### config.mk
export PLATFORM = sky130hd
export DESIGN_NAME = wdt_top
export DESIGN_NICKNAME = d
export VERILOG_FILES = /design/src/logic/wdt_pkg.sv /design/src/logic/wdt_lf_sync.sv /design/src/logic/wdt_axil.sv /design/src/logic/wdt_top.sv
export VERILOG_INCLUDE_DIRS = /design/src /design/src/logic
export SDC_FILE = /design/constraint.sdc
export NUM_CORES = 1
export LEC_CHECK = 0
export BUFFER_PORTS_ARGS = -buffer_cell sky130_fd_sc_hd__clkbuf_2
export CAP_MARGIN = 40
export CORE_MARGIN = 2
export CORE_UTILIZATION = 50
export DETAILED_ROUTE_END_ITERATION = 6
export HOLD_SLACK_MARGIN = 0.15
export PLACE_DENSITY = 0.75
export SYNTH_ARGS = -nofsm -noshare
export SYNTH_HDL_FRONTEND = slang
export SYNTH_SLANG_ARGS = --single-unit
### constraint.sdc
create_clock -name clk -period 3.2 [get_ports clk]
set_clock_uncertainty 0.05 [all_clocks]
set_input_delay 0.16 -clock clk [delete_from_list [all_inputs] [get_ports clk]]
set_output_delay 0.16 -clock clk [all_outputs]
set_load 0.02 [all_outputs]
### src/logic/wdt_params.svh
`ifndef WDT_PARAMS_SVH
`define WDT_PARAMS_SVH

// Register map, byte addresses on the 32-bit bus
`define WDT_ADDR_W 8
`define WDT_CTL_ADDR 8'h00
`define WDT_STS_ADDR 8'h04
`define WDT_CNT_ADDR 8'h08

// Control register layout and reset value
`define WDT_CTL_RESET 8'h16
`define WDT_PS_MSB 5
`define WDT_PS_LSB 1
`define WDT_SWEN_BIT 0

// Status register layout
`define WDT_STS_TIMEOUT_BIT 0
`define WDT_STS_POWERDOWN_BIT 1
`define WDT_STS_ACTIVE_BIT 2
`define WDT_STS_SLEEP_BIT 3

// Prescaler
`define WDT_CNT_W 24
`define WDT_PS_MAX_CODE 5'h12
`define WDT_PS_MIN_CODE 5'h00
`define WDT_BASE_PRESCALE 24'h000020
`define WDT_LF_HZ 31000

// Bus responses
`define WDT_RESP_OKAY 2'h0
`define WDT_RESP_SLVERR 2'h2

`endif

### src/logic/wdt_pkg.sv
package wdt_pkg;

    typedef enum logic [1:0] {
        wdt_mode_off = 2'b00,
        wdt_mode_soft = 2'b01,
        wdt_mode_nosleep = 2'b10,
        wdt_mode_on = 2'b11
    } wdt_mode_t;

    typedef struct packed {
        logic [1:0] unused;
        logic [4:0] period_select;
        logic soft_enable_bit;
    } wdt_ctl_t;

    typedef struct packed {
        wdt_mode_t watchdog_mode_cfg;
        logic in_sleep;
        logic clear_instruction;
        logic osc_fail;
        logic osc_startup_timer;
    } wdt_sys_in_t;

    typedef struct packed {
        logic [7:0] addr;
        logic [31:0] data;
        logic [3:0] strb;
    } wdt_wr_t;

endpackage

### src/logic/wdt_lf_sync.sv
`timescale 1ns/1ps
module wdt_lf_sync (
    input wire logic clk,
    input wire logic reset_n,
    input wire logic lf_osc,
    output logic lf_tick
);
    logic sync_a;
    logic sync_b;
    logic sync_c;

    // sync_b and sync_c feed the edge detector; sync_a is left to settle
    always_ff @(posedge clk or negedge reset_n) begin
        if (!reset_n) begin
            sync_a <= 1'b0;
            sync_b <= 1'b0;
            sync_c <= 1'b0;
            lf_tick <= 1'b0;
        end else begin
            sync_a <= lf_osc;
            sync_b <= sync_a;
            sync_c <= sync_b;
            lf_tick <= sync_b & ~sync_c;
        end
    end
endmodule

### src/logic/wdt_axil.sv
`timescale 1ns/1ps
`include "wdt_params.svh"
module wdt_axil (
    input wire logic clk,
    input wire logic reset_n,
    input wire logic [7:0] s_axi_awaddr,
    input wire logic s_axi_awvalid,
    output logic s_axi_awready,
    input wire logic [31:0] s_axi_wdata,
    input wire logic [3:0] s_axi_wstrb,
    input wire logic s_axi_wvalid,
    output logic s_axi_wready,
    output logic [1:0] s_axi_bresp,
    output logic s_axi_bvalid,
    input wire logic s_axi_bready,
    input wire logic [7:0] s_axi_araddr,
    input wire logic s_axi_arvalid,
    output logic s_axi_arready,
    output logic [31:0] s_axi_rdata,
    output logic [1:0] s_axi_rresp,
    output logic s_axi_rvalid,
    input wire logic s_axi_rready,
    input wire logic wr_hit,
    input wire logic rd_hit,
    input wire logic [31:0] rd_word,
    output wdt_pkg::wdt_wr_t wr,
    output logic wr_fire
);
    import wdt_pkg::*;

    logic aw_got;
    logic w_got;
    logic next_aw_got;
    logic next_w_got;
    logic next_bvalid;
    logic next_rvalid;
    logic ar_take;

    assign wr_fire = aw_got & w_got & ~s_axi_bvalid;
    assign ar_take = s_axi_arvalid & s_axi_arready;

    always_comb begin
        next_aw_got = wr_fire ? 1'b0 : (aw_got | (s_axi_awvalid & s_axi_awready));
        next_w_got = wr_fire ? 1'b0 : (w_got | (s_axi_wvalid & s_axi_wready));
        next_bvalid = wr_fire | (s_axi_bvalid & ~s_axi_bready);
        next_rvalid = ar_take | (s_axi_rvalid & ~s_axi_rready);
    end

    // Ready flags are registered so every bus output leaves a flop
    always_ff @(posedge clk or negedge reset_n) begin
        if (!reset_n) begin
            aw_got <= 1'b0;
            w_got <= 1'b0;
            s_axi_awready <= 1'b0;
            s_axi_wready <= 1'b0;
            s_axi_bvalid <= 1'b0;
            s_axi_bresp <= `WDT_RESP_OKAY;
            wr <= '0;
        end else begin
            aw_got <= next_aw_got;
            w_got <= next_w_got;
            s_axi_bvalid <= next_bvalid;
            s_axi_awready <= ~next_aw_got & ~next_bvalid;
            s_axi_wready <= ~next_w_got & ~next_bvalid;
            if (s_axi_awvalid && s_axi_awready) begin
                wr.addr <= s_axi_awaddr;
            end
            if (s_axi_wvalid && s_axi_wready) begin
                wr.data <= s_axi_wdata;
                wr.strb <= s_axi_wstrb;
            end
            if (wr_fire) begin
                s_axi_bresp <= wr_hit ? `WDT_RESP_OKAY : `WDT_RESP_SLVERR;
            end
        end
    end

    always_ff @(posedge clk or negedge reset_n) begin
        if (!reset_n) begin
            s_axi_rvalid <= 1'b0;
            s_axi_arready <= 1'b0;
            s_axi_rdata <= 32'h00000000;
            s_axi_rresp <= `WDT_RESP_OKAY;
        end else begin
            s_axi_rvalid <= next_rvalid;
            s_axi_arready <= ~next_rvalid;
            if (ar_take) begin
                s_axi_rdata <= rd_word;
                s_axi_rresp <= rd_hit ? `WDT_RESP_OKAY : `WDT_RESP_SLVERR;
            end
        end
    end
endmodule

### src/logic/wdt_top.sv
// Behaviour
// - Counter advances only on ticks of the 31 kHz low-frequency oscillator.
// - Base prescale of 32 ticks gives about 1 ms at the lowest setting.
// - Mode 11 keeps the watchdog active always, Sleep included.
// - Mode 10 keeps it active when awake, disabled in Sleep.
// - Mode 01 follows only the software enable bit, in Sleep as when awake.
// - In mode 01, enable bit 1 turns it on, 0 turns it off.
// - Modes 00 and 1x ignore the enable bit; mode 00 is always off.
// - Period select in bits 5:1; code 0 is 1:32, doubling to 1:8388608.
// - Codes 10011 to 11111 act as the minimum prescale 1:32.
// - After reset period select holds 01011, prescale 1:65536.
// - Count cleared on reset, clear, Sleep entry/exit, osc fail, disable, start-up.
// - Sleep entry clears the count; counting then resumes from zero if enabled.
// - Sleep exit clears again; count held clear while start-up timer runs.
// - Time-out in Sleep makes no reset; it wakes and updates status flags.
// - Fast oscillator divider changes do not touch the count.
// - Control bits 7:6 ignore writes and read as zero.
// - Time-out while awake and active requests a device reset.
// - Time-out wake sets the time-out flag and clears the power-down flag.
//
// The placing of the registers and the AXI4-Lite register port were left to the implementer.
`timescale 1ns/1ps
`include "wdt_params.svh"
module wdt_top (
    input wire logic clk,
    input wire logic reset_n,
    input wire logic low_freq_internal_osc,
    input wire wdt_pkg::wdt_sys_in_t sys,
    input wire logic [7:0] s_axi_awaddr,
    input wire logic s_axi_awvalid,
    output logic s_axi_awready,
    input wire logic [31:0] s_axi_wdata,
    input wire logic [3:0] s_axi_wstrb,
    input wire logic s_axi_wvalid,
    output logic s_axi_wready,
    output logic [1:0] s_axi_bresp,
    output logic s_axi_bvalid,
    input wire logic s_axi_bready,
    input wire logic [7:0] s_axi_araddr,
    input wire logic s_axi_arvalid,
    output logic s_axi_arready,
    output logic [31:0] s_axi_rdata,
    output logic [1:0] s_axi_rresp,
    output logic s_axi_rvalid,
    input wire logic s_axi_rready,
    output logic wdt_reset_req,
    output logic wdt_wake,
    output logic timeout_flag,
    output logic powerdown_flag
);
    import wdt_pkg::*;

    logic lf_tick;
    wdt_wr_t wr;
    logic wr_fire;
    logic wr_hit;
    logic rd_hit;
    logic [31:0] rd_word;
    wdt_ctl_t ctl;
    logic [`WDT_CNT_W-1:0] count;
    logic [`WDT_CNT_W-1:0] target;
    logic clear_pend;
    logic in_sleep_d;
    logic active;
    logic timeout;
    logic sleep_entry;
    logic sleep_exit;
    logic clear_event;
    logic clear_now;
    logic ctl_write;
    logic sts_write;

    // Reserved codes fall back to the shortest interval
    function automatic logic [`WDT_CNT_W-1:0] prescale_span(input logic [4:0] ps);
        logic [4:0] code;
        code = (ps > `WDT_PS_MAX_CODE) ? `WDT_PS_MIN_CODE : ps;
        return `WDT_BASE_PRESCALE << code;
    endfunction

    function automatic logic reg_mapped(input logic [7:0] a);
        return (a == `WDT_CTL_ADDR) || (a == `WDT_STS_ADDR) || (a == `WDT_CNT_ADDR);
    endfunction

    wdt_lf_sync u_lf_sync (
        .clk(clk),
        .reset_n(reset_n),
        .lf_osc(low_freq_internal_osc),
        .lf_tick(lf_tick)
    );

    wdt_axil u_axil (
        .clk(clk),
        .reset_n(reset_n),
        .s_axi_awaddr(s_axi_awaddr),
        .s_axi_awvalid(s_axi_awvalid),
        .s_axi_awready(s_axi_awready),
        .s_axi_wdata(s_axi_wdata),
        .s_axi_wstrb(s_axi_wstrb),
        .s_axi_wvalid(s_axi_wvalid),
        .s_axi_wready(s_axi_wready),
        .s_axi_bresp(s_axi_bresp),
        .s_axi_bvalid(s_axi_bvalid),
        .s_axi_bready(s_axi_bready),
        .s_axi_araddr(s_axi_araddr),
        .s_axi_arvalid(s_axi_arvalid),
        .s_axi_arready(s_axi_arready),
        .s_axi_rdata(s_axi_rdata),
        .s_axi_rresp(s_axi_rresp),
        .s_axi_rvalid(s_axi_rvalid),
        .s_axi_rready(s_axi_rready),
        .wr_hit(wr_hit),
        .rd_hit(rd_hit),
        .rd_word(rd_word),
        .wr(wr),
        .wr_fire(wr_fire)
    );

    assign wr_hit = reg_mapped(wr.addr);
    assign rd_hit = reg_mapped(s_axi_araddr);
    assign ctl_write = wr_fire && (wr.addr == `WDT_CTL_ADDR) && wr.strb[0];
    assign sts_write = wr_fire && (wr.addr == `WDT_STS_ADDR) && wr.strb[0];

    always_comb begin
        unique case (sys.watchdog_mode_cfg)
            wdt_mode_on: active = 1'b1;
            wdt_mode_nosleep: active = ~sys.in_sleep;
            wdt_mode_soft: active = ctl.soft_enable_bit;
            wdt_mode_off: active = 1'b0;
        endcase
    end

    assign sleep_entry = sys.in_sleep & ~in_sleep_d;
    assign sleep_exit = ~sys.in_sleep & in_sleep_d;
    // A disabled watchdog keeps a clear pending, so re-enabling starts from zero
    assign clear_event = sys.clear_instruction | sleep_entry | sleep_exit | sys.osc_fail
        | sys.osc_startup_timer | ~active;
    // A clear landing on the tick itself also counts, so a late clear is never outrun
    assign clear_now = clear_pend | clear_event;

    assign target = prescale_span(ctl.period_select);
    assign timeout = lf_tick && active && !clear_now
        && (`WDT_CNT_W'(count + 1'b1) == target);

    always_ff @(posedge clk or negedge reset_n) begin
        if (!reset_n) begin
            in_sleep_d <= 1'b0;
        end else begin
            in_sleep_d <= sys.in_sleep;
        end
    end

    // Clears are only honoured on a tick; the set wins over the tick's release
    always_ff @(posedge clk or negedge reset_n) begin
        if (!reset_n) begin
            clear_pend <= 1'b1;
        end else if (clear_event) begin
            clear_pend <= 1'b1;
        end else if (lf_tick) begin
            clear_pend <= 1'b0;
        end
    end

    // The count sees no fast-oscillator divider input, so divider changes leave it alone
    always_ff @(posedge clk or negedge reset_n) begin
        if (!reset_n) begin
            count <= '0;
        end else if (lf_tick) begin
            if (clear_now) begin
                count <= '0;
            end else if (timeout) begin
                count <= '0;
            end else if (active) begin
                count <= `WDT_CNT_W'(count + 1'b1);
            end
        end
    end

    always_ff @(posedge clk or negedge reset_n) begin
        if (!reset_n) begin
            ctl <= `WDT_CTL_RESET;
        end else if (ctl_write) begin
            ctl.period_select <= wr.data[`WDT_PS_MSB:`WDT_PS_LSB];
            ctl.soft_enable_bit <= wr.data[`WDT_SWEN_BIT];
            ctl.unused <= 2'b00;
        end
    end

    always_ff @(posedge clk or negedge reset_n) begin
        if (!reset_n) begin
            wdt_reset_req <= 1'b0;
            wdt_wake <= 1'b0;
        end else begin
            wdt_reset_req <= timeout & ~sys.in_sleep;
            wdt_wake <= timeout & sys.in_sleep;
        end
    end

    // Hardware set beats a software clear in the same cycle
    always_ff @(posedge clk or negedge reset_n) begin
        if (!reset_n) begin
            timeout_flag <= 1'b0;
        end else if (timeout) begin
            timeout_flag <= 1'b1;
        end else if (sts_write && wr.data[`WDT_STS_TIMEOUT_BIT]) begin
            timeout_flag <= 1'b0;
        end
    end

    always_ff @(posedge clk or negedge reset_n) begin
        if (!reset_n) begin
            powerdown_flag <= 1'b0;
        end else if (timeout && sys.in_sleep) begin
            powerdown_flag <= 1'b0;
        end else if (sleep_entry) begin
            powerdown_flag <= 1'b1;
        end else if (sts_write && wr.data[`WDT_STS_POWERDOWN_BIT]) begin
            powerdown_flag <= 1'b0;
        end
    end

    always_comb begin
        rd_word = 32'h00000000;
        case (s_axi_araddr)
            `WDT_CTL_ADDR: rd_word = {24'h000000, 2'b00, ctl.period_select,
                ctl.soft_enable_bit};
            `WDT_STS_ADDR: begin
                rd_word[`WDT_STS_TIMEOUT_BIT] = timeout_flag;
                rd_word[`WDT_STS_POWERDOWN_BIT] = powerdown_flag;
                rd_word[`WDT_STS_ACTIVE_BIT] = active;
                rd_word[`WDT_STS_SLEEP_BIT] = sys.in_sleep;
            end
            `WDT_CNT_ADDR: rd_word = {8'h00, count};
            default: rd_word = 32'h00000000;
        endcase
    end
endmodule

; ---- Word-level counts from Yosys, hierarchy flattened
; Cells that the tools add are included.
[word_totals]
ff_bits = 98
inputBits = 66
output_inout_bits = 45
word_cells = 115
[classes]
add_sub_neg = 1
magnitude_cmp = 1
n_eq_ne = 8
n_shift = 1
mux = 18
bitwise_logic = 35
n_reduce_logical = 25
[op_table]
columns = operator, n
row1 = 24-bit two-way mux, 3
row2 = 20-bit one-hot mux with 2 select lines, 1
row3 = 24-bit by 1-bit adder with 24-bit output (second input constant), 1
row4 = 24-bit equality test, 1
row5 = 6-bit by 5-bit << shifter with 24-bit output (first input constant), 1
row6 = 8-bit by 3-bit equality test with 1-bit output (second input constant), 2
row7 = 8-bit by 4-bit equality test with 1-bit output (second input constant), 2
row8 = 8-bit logical NOT, 2
row9 = 1-bit AND, 14
row10 = 1-bit logical AND, 12
row11 = 4-bit one-hot mux with 3 select lines, 1
row12 = 1-bit inverter, 11
row13 = 1-bit bitwise OR, 10
row14 = 1-bit two-way mux, 9
row15 = 3-bit nonzero test, 2
row16 = 5-bit > comparator (second input constant), 1
row17 = 5-bit two-way mux, 1
row18 = 2-bit equality test (second input constant), 2
row19 = 1-bit logical OR, 4
row20 = 2-bit two-way mux, 2
row21 = 1-bit one-hot mux with 4 select lines, 1
row22 = 2-bit nonzero test, 2
row23 = 2-bit by 1-bit equality test with 1-bit output (second input constant), 1
row24 = 2-bit logical NOT, 1
row25 = other kinds (2), 2

; ---- Longest topological paths before layout
[depth]
depth_word = 13
ltp_mapped = 12
ltp_nobuf = 10

; ---- By module
; From an unflattened synthesis, not the netlist that was laid out.
[hier_totals]
cells_unflattened = 561
area_unflattened_um2 = 6382.4
[modules_own_cells]
columns = mod, n_inst, cells_each, area_per_inst_um2, seq_area_each_um2
row1 = wdt_axil, 1, 190, 3250.6, 2127.0
row2 = wdt_top, 1, 366, 3017.9, 905.9
row3 = wdt_lf_sync, 1, 5, 113.9, 100.1

; ---- Worst setup path after synthesis
; No wires, ideal clock.
[synth_path]
path_type = reg-to-reg
start = register ctl[4] (netlist bit)
end = register count[11]
setup_ns = 0.123
t_arrival_ns = 2.693
required_time_ns = 3.027
setup_slack_ns = 0.334
stages_incl_launch_ff = 12
n_path_buf = 2
synth_period_minus_slack_ns = 2.866
cell_sequence = dfstp_2 -> buf_2 -> or3b_2 -> nor2_1 -> xnor3_1 -> or3b_1 -> a2111oi_0 -> and4b_1 -> a31oi_4 -> buf_6 -> a21oi_1 -> a21oi_1
[synth_between]
elab_chain_len = 7
word_cells_on_any_way = 9
classes_between = order compare (1) / eq/ne (1) / shift (1) / mux (3) / reduce/logical (3)
[synth_lines]
columns = item, line_no
row1 = "start, declared", wdt_top.sv:59  ; wdt_ctl_t ctl;
row2 = "start signal, assigned", wdt_top.sv:180  ; ctl <= `WDT_CTL_RESET;
row3 = 5-bit > comparator (no source line), --
row4 = 5-bit two-way mux *, wdt_top.sv:76  ; code = (ps > `WDT_PS_MAX_CODE) ? `WDT_PS_MIN_CODE : ps;
row5 = 6-bit by 5-bit << shifter with 24-bit output (no source line) *, --
row6 = 24-bit equality test (no source line) *, --
row7 = 1-bit logical AND *, wdt_top.sv:141  ; assign timeout = lf_tick && active && !clear_now
row8 = 3-bit nonzero test (no source line) or 24-bit two-way mux (tied branches), --
row9 = 2-bit AND reduction (no source line) or 24-bit two-way mux (tied branches), --
row10 = "end signal, assigned", wdt_top.sv:173  ; count <= `WDT_CNT_W'(count + 1'b1);
row11 = "end, declared", wdt_top.sv:60  ; logic [`WDT_CNT_W-1:0] count;
; Mark *: on every way between the ends. The rest lies on a longest branch, timed or not.
; A chain may end at the register's enable or synchronous reset.

; ---- Worst setup path in the final report
[layout_path]
start = register count[13]
end = register powerdown_flag
[layout_between]
elab_chain_len = 5
word_cells_on_any_way = 6
classes_between = add/sub (1) / eq/ne (1) / mux (1) / reduce/logical (3)
[layout_lines]
columns = item, line_no
row1 = 24-bit by 1-bit adder with 24-bit output *, wdt_top.sv:142  ; && (`WDT_CNT_W'(count + 1'b1) == target);
row2 = 24-bit equality test (no source line) *, --
row3 = 1-bit logical AND *, wdt_top.sv:141
row4 = 1-bit logical AND *, wdt_top.sv:212  ; end else if (timeout && sys.in_sleep) begin
row5 = 3-bit nonzero test (no source line) or 1-bit two-way mux (tied branches), --
row6 = "end signal, assigned", wdt_top.sv:211  ; powerdown_flag <= 1'b0;
row7 = "end signal, assigned", wdt_top.sv:213  ; powerdown_flag <= 1'b0;
row8 = "end signal, assigned", wdt_top.sv:215  ; powerdown_flag <= 1'b1;
row9 = "end, declared", wdt_top.sv:49  ; output logic powerdown_flag
; Marks and branches as above.

==> impl_metrics.env <==
export IMPL_run_status="finished, final reports clean"
export IMPL_fin_area_mm2=0.00594
export IMPL_drt_pass1_iterations=5
export IMPL_design_die_area_mm2=0.0105
export IMPL_antenna_found_initial=0
export IMPL_grt_pass1_wl_um=20300
export IMPL_max_freq_mhz=324
export IMPL_htree_num_levels=3
export IMPL_die_extent_in_x_um=102
export IMPL_layout_worst_path_cycle_share_pct=96.5
export IMPL_synthesis_instances=495
export IMPL_required_ns=3.43
export IMPL_clkSlewWorstSetupHoldPaths_ns=0.11
export IMPL_post_route_drc_count=0
export IMPL_route_detailed_vias_per_inst=5.73
export IMPL_pin_count_of_the_biggest_net_entering_global_routing=50
export IMPL_tns_ns=0
export IMPL_overflow=0
export IMPL_final_net_count=676
export IMPL_synth_yosys_warnings=0
export IMPL_grt_util_all_layers_pct=24.9
export IMPL_drt_antenna_violating_nets=0
export IMPL_layout_area_seq_mm2=0.00221
export IMPL_synth_edf_count=0
export IMPL_worstPathArrival_ns=3.32
export IMPL_drt_initial_drc_count=230
export IMPL_netlist_area_mm2=0.00484
export IMPL_grt_pass1_vias=4283
export IMPL_postLayoutSetupSlackWorst_ns=0.112
export IMPL_floorplan_initialDensity_pct=51.9
export IMPL_cts_tree="yes"
export IMPL_core_mm2=0.00933
export IMPL_avgRoutedWirePerCell_um=16.4
export IMPL_post_synth_num_cell_types=65
export IMPL_clock_sinks=88
export IMPL_post_synth_top_area_cell="sky130_fd_sc_hd__dfrtp_1"
export IMPL_postCtsSetupBuffers=0
export IMPL_peakVddDrop_mv=0.437
export IMPL_setup_violation_total_in_the_final_timing_report=0
export IMPL_routabilityCongestion=0.863
export IMPL_max_slew_worst_pin_slew_ns=0.584
export IMPL_die_height_um=102
export IMPL_finish_utilization_pct=63.7
export IMPL_leakage_nw=2.69
export IMPL_dpl_hpwl_um=8480
export IMPL_drive_gt1_share_pct=26.1
export IMPL_final_hold_viol_count=0
export IMPL_slew_headroom_pct=60.9
export IMPL_timing_critical_path_fanout_max=7
export IMPL_synth_flop_cell="sky130_fd_sc_hd__dfrtp_1"
export IMPL_placement_io_buffers=71
export IMPL_vias=4249
export IMPL_cts_root_buffer_cell="sky130_fd_sc_hd__clkbuf_8"
export IMPL_async_flop_share_pct=100
export IMPL_worst_setup_timing_slack_at_the_placement_stage_ns=-0.0159
export IMPL_seq_cells_post_synth=88
export IMPL_fill_cells=747
export IMPL_synthTopCellsByArea="sky130_fd_sc_hd__dfrtp_1, sky130_fd_sc_hd__mux2_2, sky130_fd_sc_hd__a22o_1"
export IMPL_cp_end_kind="register"
export IMPL_clock_latency_ns=0.38
export IMPL_cap_viol_max_count=0
export IMPL_worst_setup_path_start_kind="register"
export IMPL_cts_path_max_buffers=2
export IMPL_timing_hold_ws_ns=0.162
export IMPL_design_portCount=111
export IMPL_power_density_mw_per_mm2=459
export IMPL_synth_avg_cell_area_um2=9.78
export IMPL_row_count=35
export IMPL_min_period_ns=3.09
export IMPL_multiInputGateArea_mm2=0.00244
export IMPL_rsz0062_at_grt="no"
export IMPL_placedInstanceArea_mm2=0.00542
export IMPL_yosysSeqAreaShare_pct=45.6
export IMPL_final_max_slew_violation_count=0
export IMPL_critical_path_class="reg2reg"
export IMPL_hold_path_class="in2reg"
export IMPL_totalWireLength_um=12200
export IMPL_layout_area_overhead_vs_synth_pct=22.7
export IMPL_synth_largest_type_area_fraction_pct=43.4
export IMPL_cts_made_buffers=9
export IMPL_antenna_diode_count=0
[where the power goes]
group          total (mW)  internal (mW)  leakage [nW]  switching [mW]
logic               0.581          0.274          1.45           0.307
registers            1.38           1.27          1.14           0.113
clock network       0.766          0.305        0.0959           0.460
total                2.73           1.85          2.69           0.880
[final timing paths]
path	cells after the start	from	slack, ns	to
worst min register to register	0	u_lf_sync.sync_a	0.31	u_lf_sync.sync_b
worst min-delay path	5	s_axi_araddr[0]	0.16	u_axil.s_axi_rresp[1]
max in group asynchronous	3	reset_n	2.22	clear_pend
worst max register to register	9	count[13]	0.11	powerdown_flag
worst max-delay path	9	count[13]	0.11	powerdown_flag
min in group asynchronous	2	reset_n	0.22	u_axil.wr[43]
[what timing repair did]
item / CTS / global route
hold buffers: 27 / 0
gates cloned: 1 / 1
setup endpoints to repair: 2 / 20
endpoints found under the hold margin: 103 / 0
pin swaps: 1 / 2
gates resized for setup: 0 / 7
[cells in the final DEF (no fill, tap or decap), types with 4 or more instances in the layout]
cell | netlist | layout
sky130_fd_sc_hd__clkbuf_8 | 0 | 9
sky130_fd_sc_hd__nand4_1 | 11 | 11
sky130_fd_sc_hd__o21ai_0 | 38 | 38
sky130_fd_sc_hd__inv_6 | 0 | 4
sky130_fd_sc_hd__nand2_1 | 44 | 44
sky130_fd_sc_hd__a31oi_1 | 10 | 10
sky130_fd_sc_hd__and3_1 | 4 | 4
sky130_fd_sc_hd__buf_4 | 15 | 28
sky130_fd_sc_hd__dfrtp_1 | 84 | 84
sky130_fd_sc_hd__dlygate4sd3_1 | 0 | 27
sky130_fd_sc_hd__a21oi_1 | 17 | 17
sky130_fd_sc_hd__nor2_1 | 34 | 33
sky130_fd_sc_hd__a22o_1 | 25 | 25
sky130_fd_sc_hd__and2_1 | 4 | 4
sky130_fd_sc_hd__or3_1 | 4 | 4
sky130_fd_sc_hd__and4_1 | 5 | 5
sky130_fd_sc_hd__nor2b_1 | 6 | 6
sky130_fd_sc_hd__nand3_1 | 23 | 23
sky130_fd_sc_hd__clkbuf_2 | 0 | 70
sky130_fd_sc_hd__dfstp_2 | 4 | 4
sky130_fd_sc_hd__mux2i_1 | 8 | 8
sky130_fd_sc_hd__nor3_1 | 11 | 11
sky130_fd_sc_hd__mux2_2 | 20 | 20
sky130_fd_sc_hd__xnor2_1 | 16 | 16
sky130_fd_sc_hd__conb_1 | 1 | 10
sky130_fd_sc_hd__nand2b_1 | 5 | 5
sky130_fd_sc_hd__nor4_1 | 7 | 7
sky130_fd_sc_hd__inv_1 | 21 | 21
[per-layer routing]
layer	part of all wire [%]	routed length (µm)	GRT usage, %	vias up
met4	2.4	287	9.95	0
li1	-	-	-	2014
met3	4.7	568	4.58	24
met5	0	0	0	-
met2	49	5980	41.6	139
met1	44	5330	32.0	2072
[synth_stat cells (3+ instances only)]
cell                       number
sky130_fd_sc_hd__and4_1         5
sky130_fd_sc_hd__nand4_1       11
sky130_fd_sc_hd__a31oi_1       10
sky130_fd_sc_hd__and3_1         4
sky130_fd_sc_hd__dfstp_2        4
sky130_fd_sc_hd__nand2_1       44
sky130_fd_sc_hd__nand2b_1       5
sky130_fd_sc_hd__xor2_1         3
sky130_fd_sc_hd__mux2_2        20
sky130_fd_sc_hd__a211oi_1       3
sky130_fd_sc_hd__a22o_1        25
sky130_fd_sc_hd__xnor2_1       16
sky130_fd_sc_hd__mux2i_1        8
sky130_fd_sc_hd__buf_2          9
sky130_fd_sc_hd__buf_4         15
sky130_fd_sc_hd__nor2b_1        6
sky130_fd_sc_hd__o221ai_1       3
sky130_fd_sc_hd__nor4_1         7
sky130_fd_sc_hd__clkbuf_1      10
sky130_fd_sc_hd__or3_1          4
sky130_fd_sc_hd__o21ai_0       38
sky130_fd_sc_hd__and2_1         4
sky130_fd_sc_hd__dfrtp_1       84
sky130_fd_sc_hd__nand3_1       23
sky130_fd_sc_hd__or2_2          3
sky130_fd_sc_hd__a21oi_1       17
sky130_fd_sc_hd__nor2_1        34
sky130_fd_sc_hd__inv_1         21
sky130_fd_sc_hd__xnor3_1        3
sky130_fd_sc_hd__nor3_1        11
sky130_fd_sc_hd__nor3b_1        3
[cell families after synthesis]
logic type / share of synthesized area (%)
adder cells (fa/ha/maj): 0.517
buffers and inverters: 5.89
multiplexers: 6.31
flip-flops: 45.6
XOR/XNOR: 5.17
other: 0.0775
AND/OR/NAND/NOR: 19.9
AO/OA/AOI/OAI: 16.5
[layout make-up]
class | instances | share of cell area (%)
multi-input cells | 362 | 41.1
well taps | 129 | 2.72
clock inverters | 7 | 1.18
flip-flops and latches | 88 | 37.2
clock buffers | 9 | 2.09
repair buffers | 126 | 14.5
inverters | 21 | 1.33
[through the flow]
step | total power, mW | std cells
6_report | 2.73 | 742
5_1_grt | 2.88 | 742
4_1_cts | 2.72 | 741
3_5_place_dp | 1.92 | 697
3_3_place_gp | 1.88 | 696
2_1_floorplan | 1.74 | 504
[sequential cells by signal, indices dropped and copies added (netlist names), 6 cells and up]
register and cells:
count 24, u_axil.s_axi_rdata 24, u_axil.wr 15, ctl 6
[critical path, cell delays in order, from the launching register on]
cell and delay (ns):
sky130_fd_sc_hd__dfrtp_1 0.45, sky130_fd_sc_hd__and4_4 0.29, sky130_fd_sc_hd__and4_1 0.40, sky130_fd_sc_hd__nand2_1 0.18
sky130_fd_sc_hd__xnor2_1 0.20, sky130_fd_sc_hd__a2111oi_0 0.45, sky130_fd_sc_hd__and4b_2 0.43, sky130_fd_sc_hd__nand4b_1 0.26
sky130_fd_sc_hd__nor2_1 0.20, sky130_fd_sc_hd__nor2_1 0.07
Note: power is estimated with default switching activity, not from simulation.
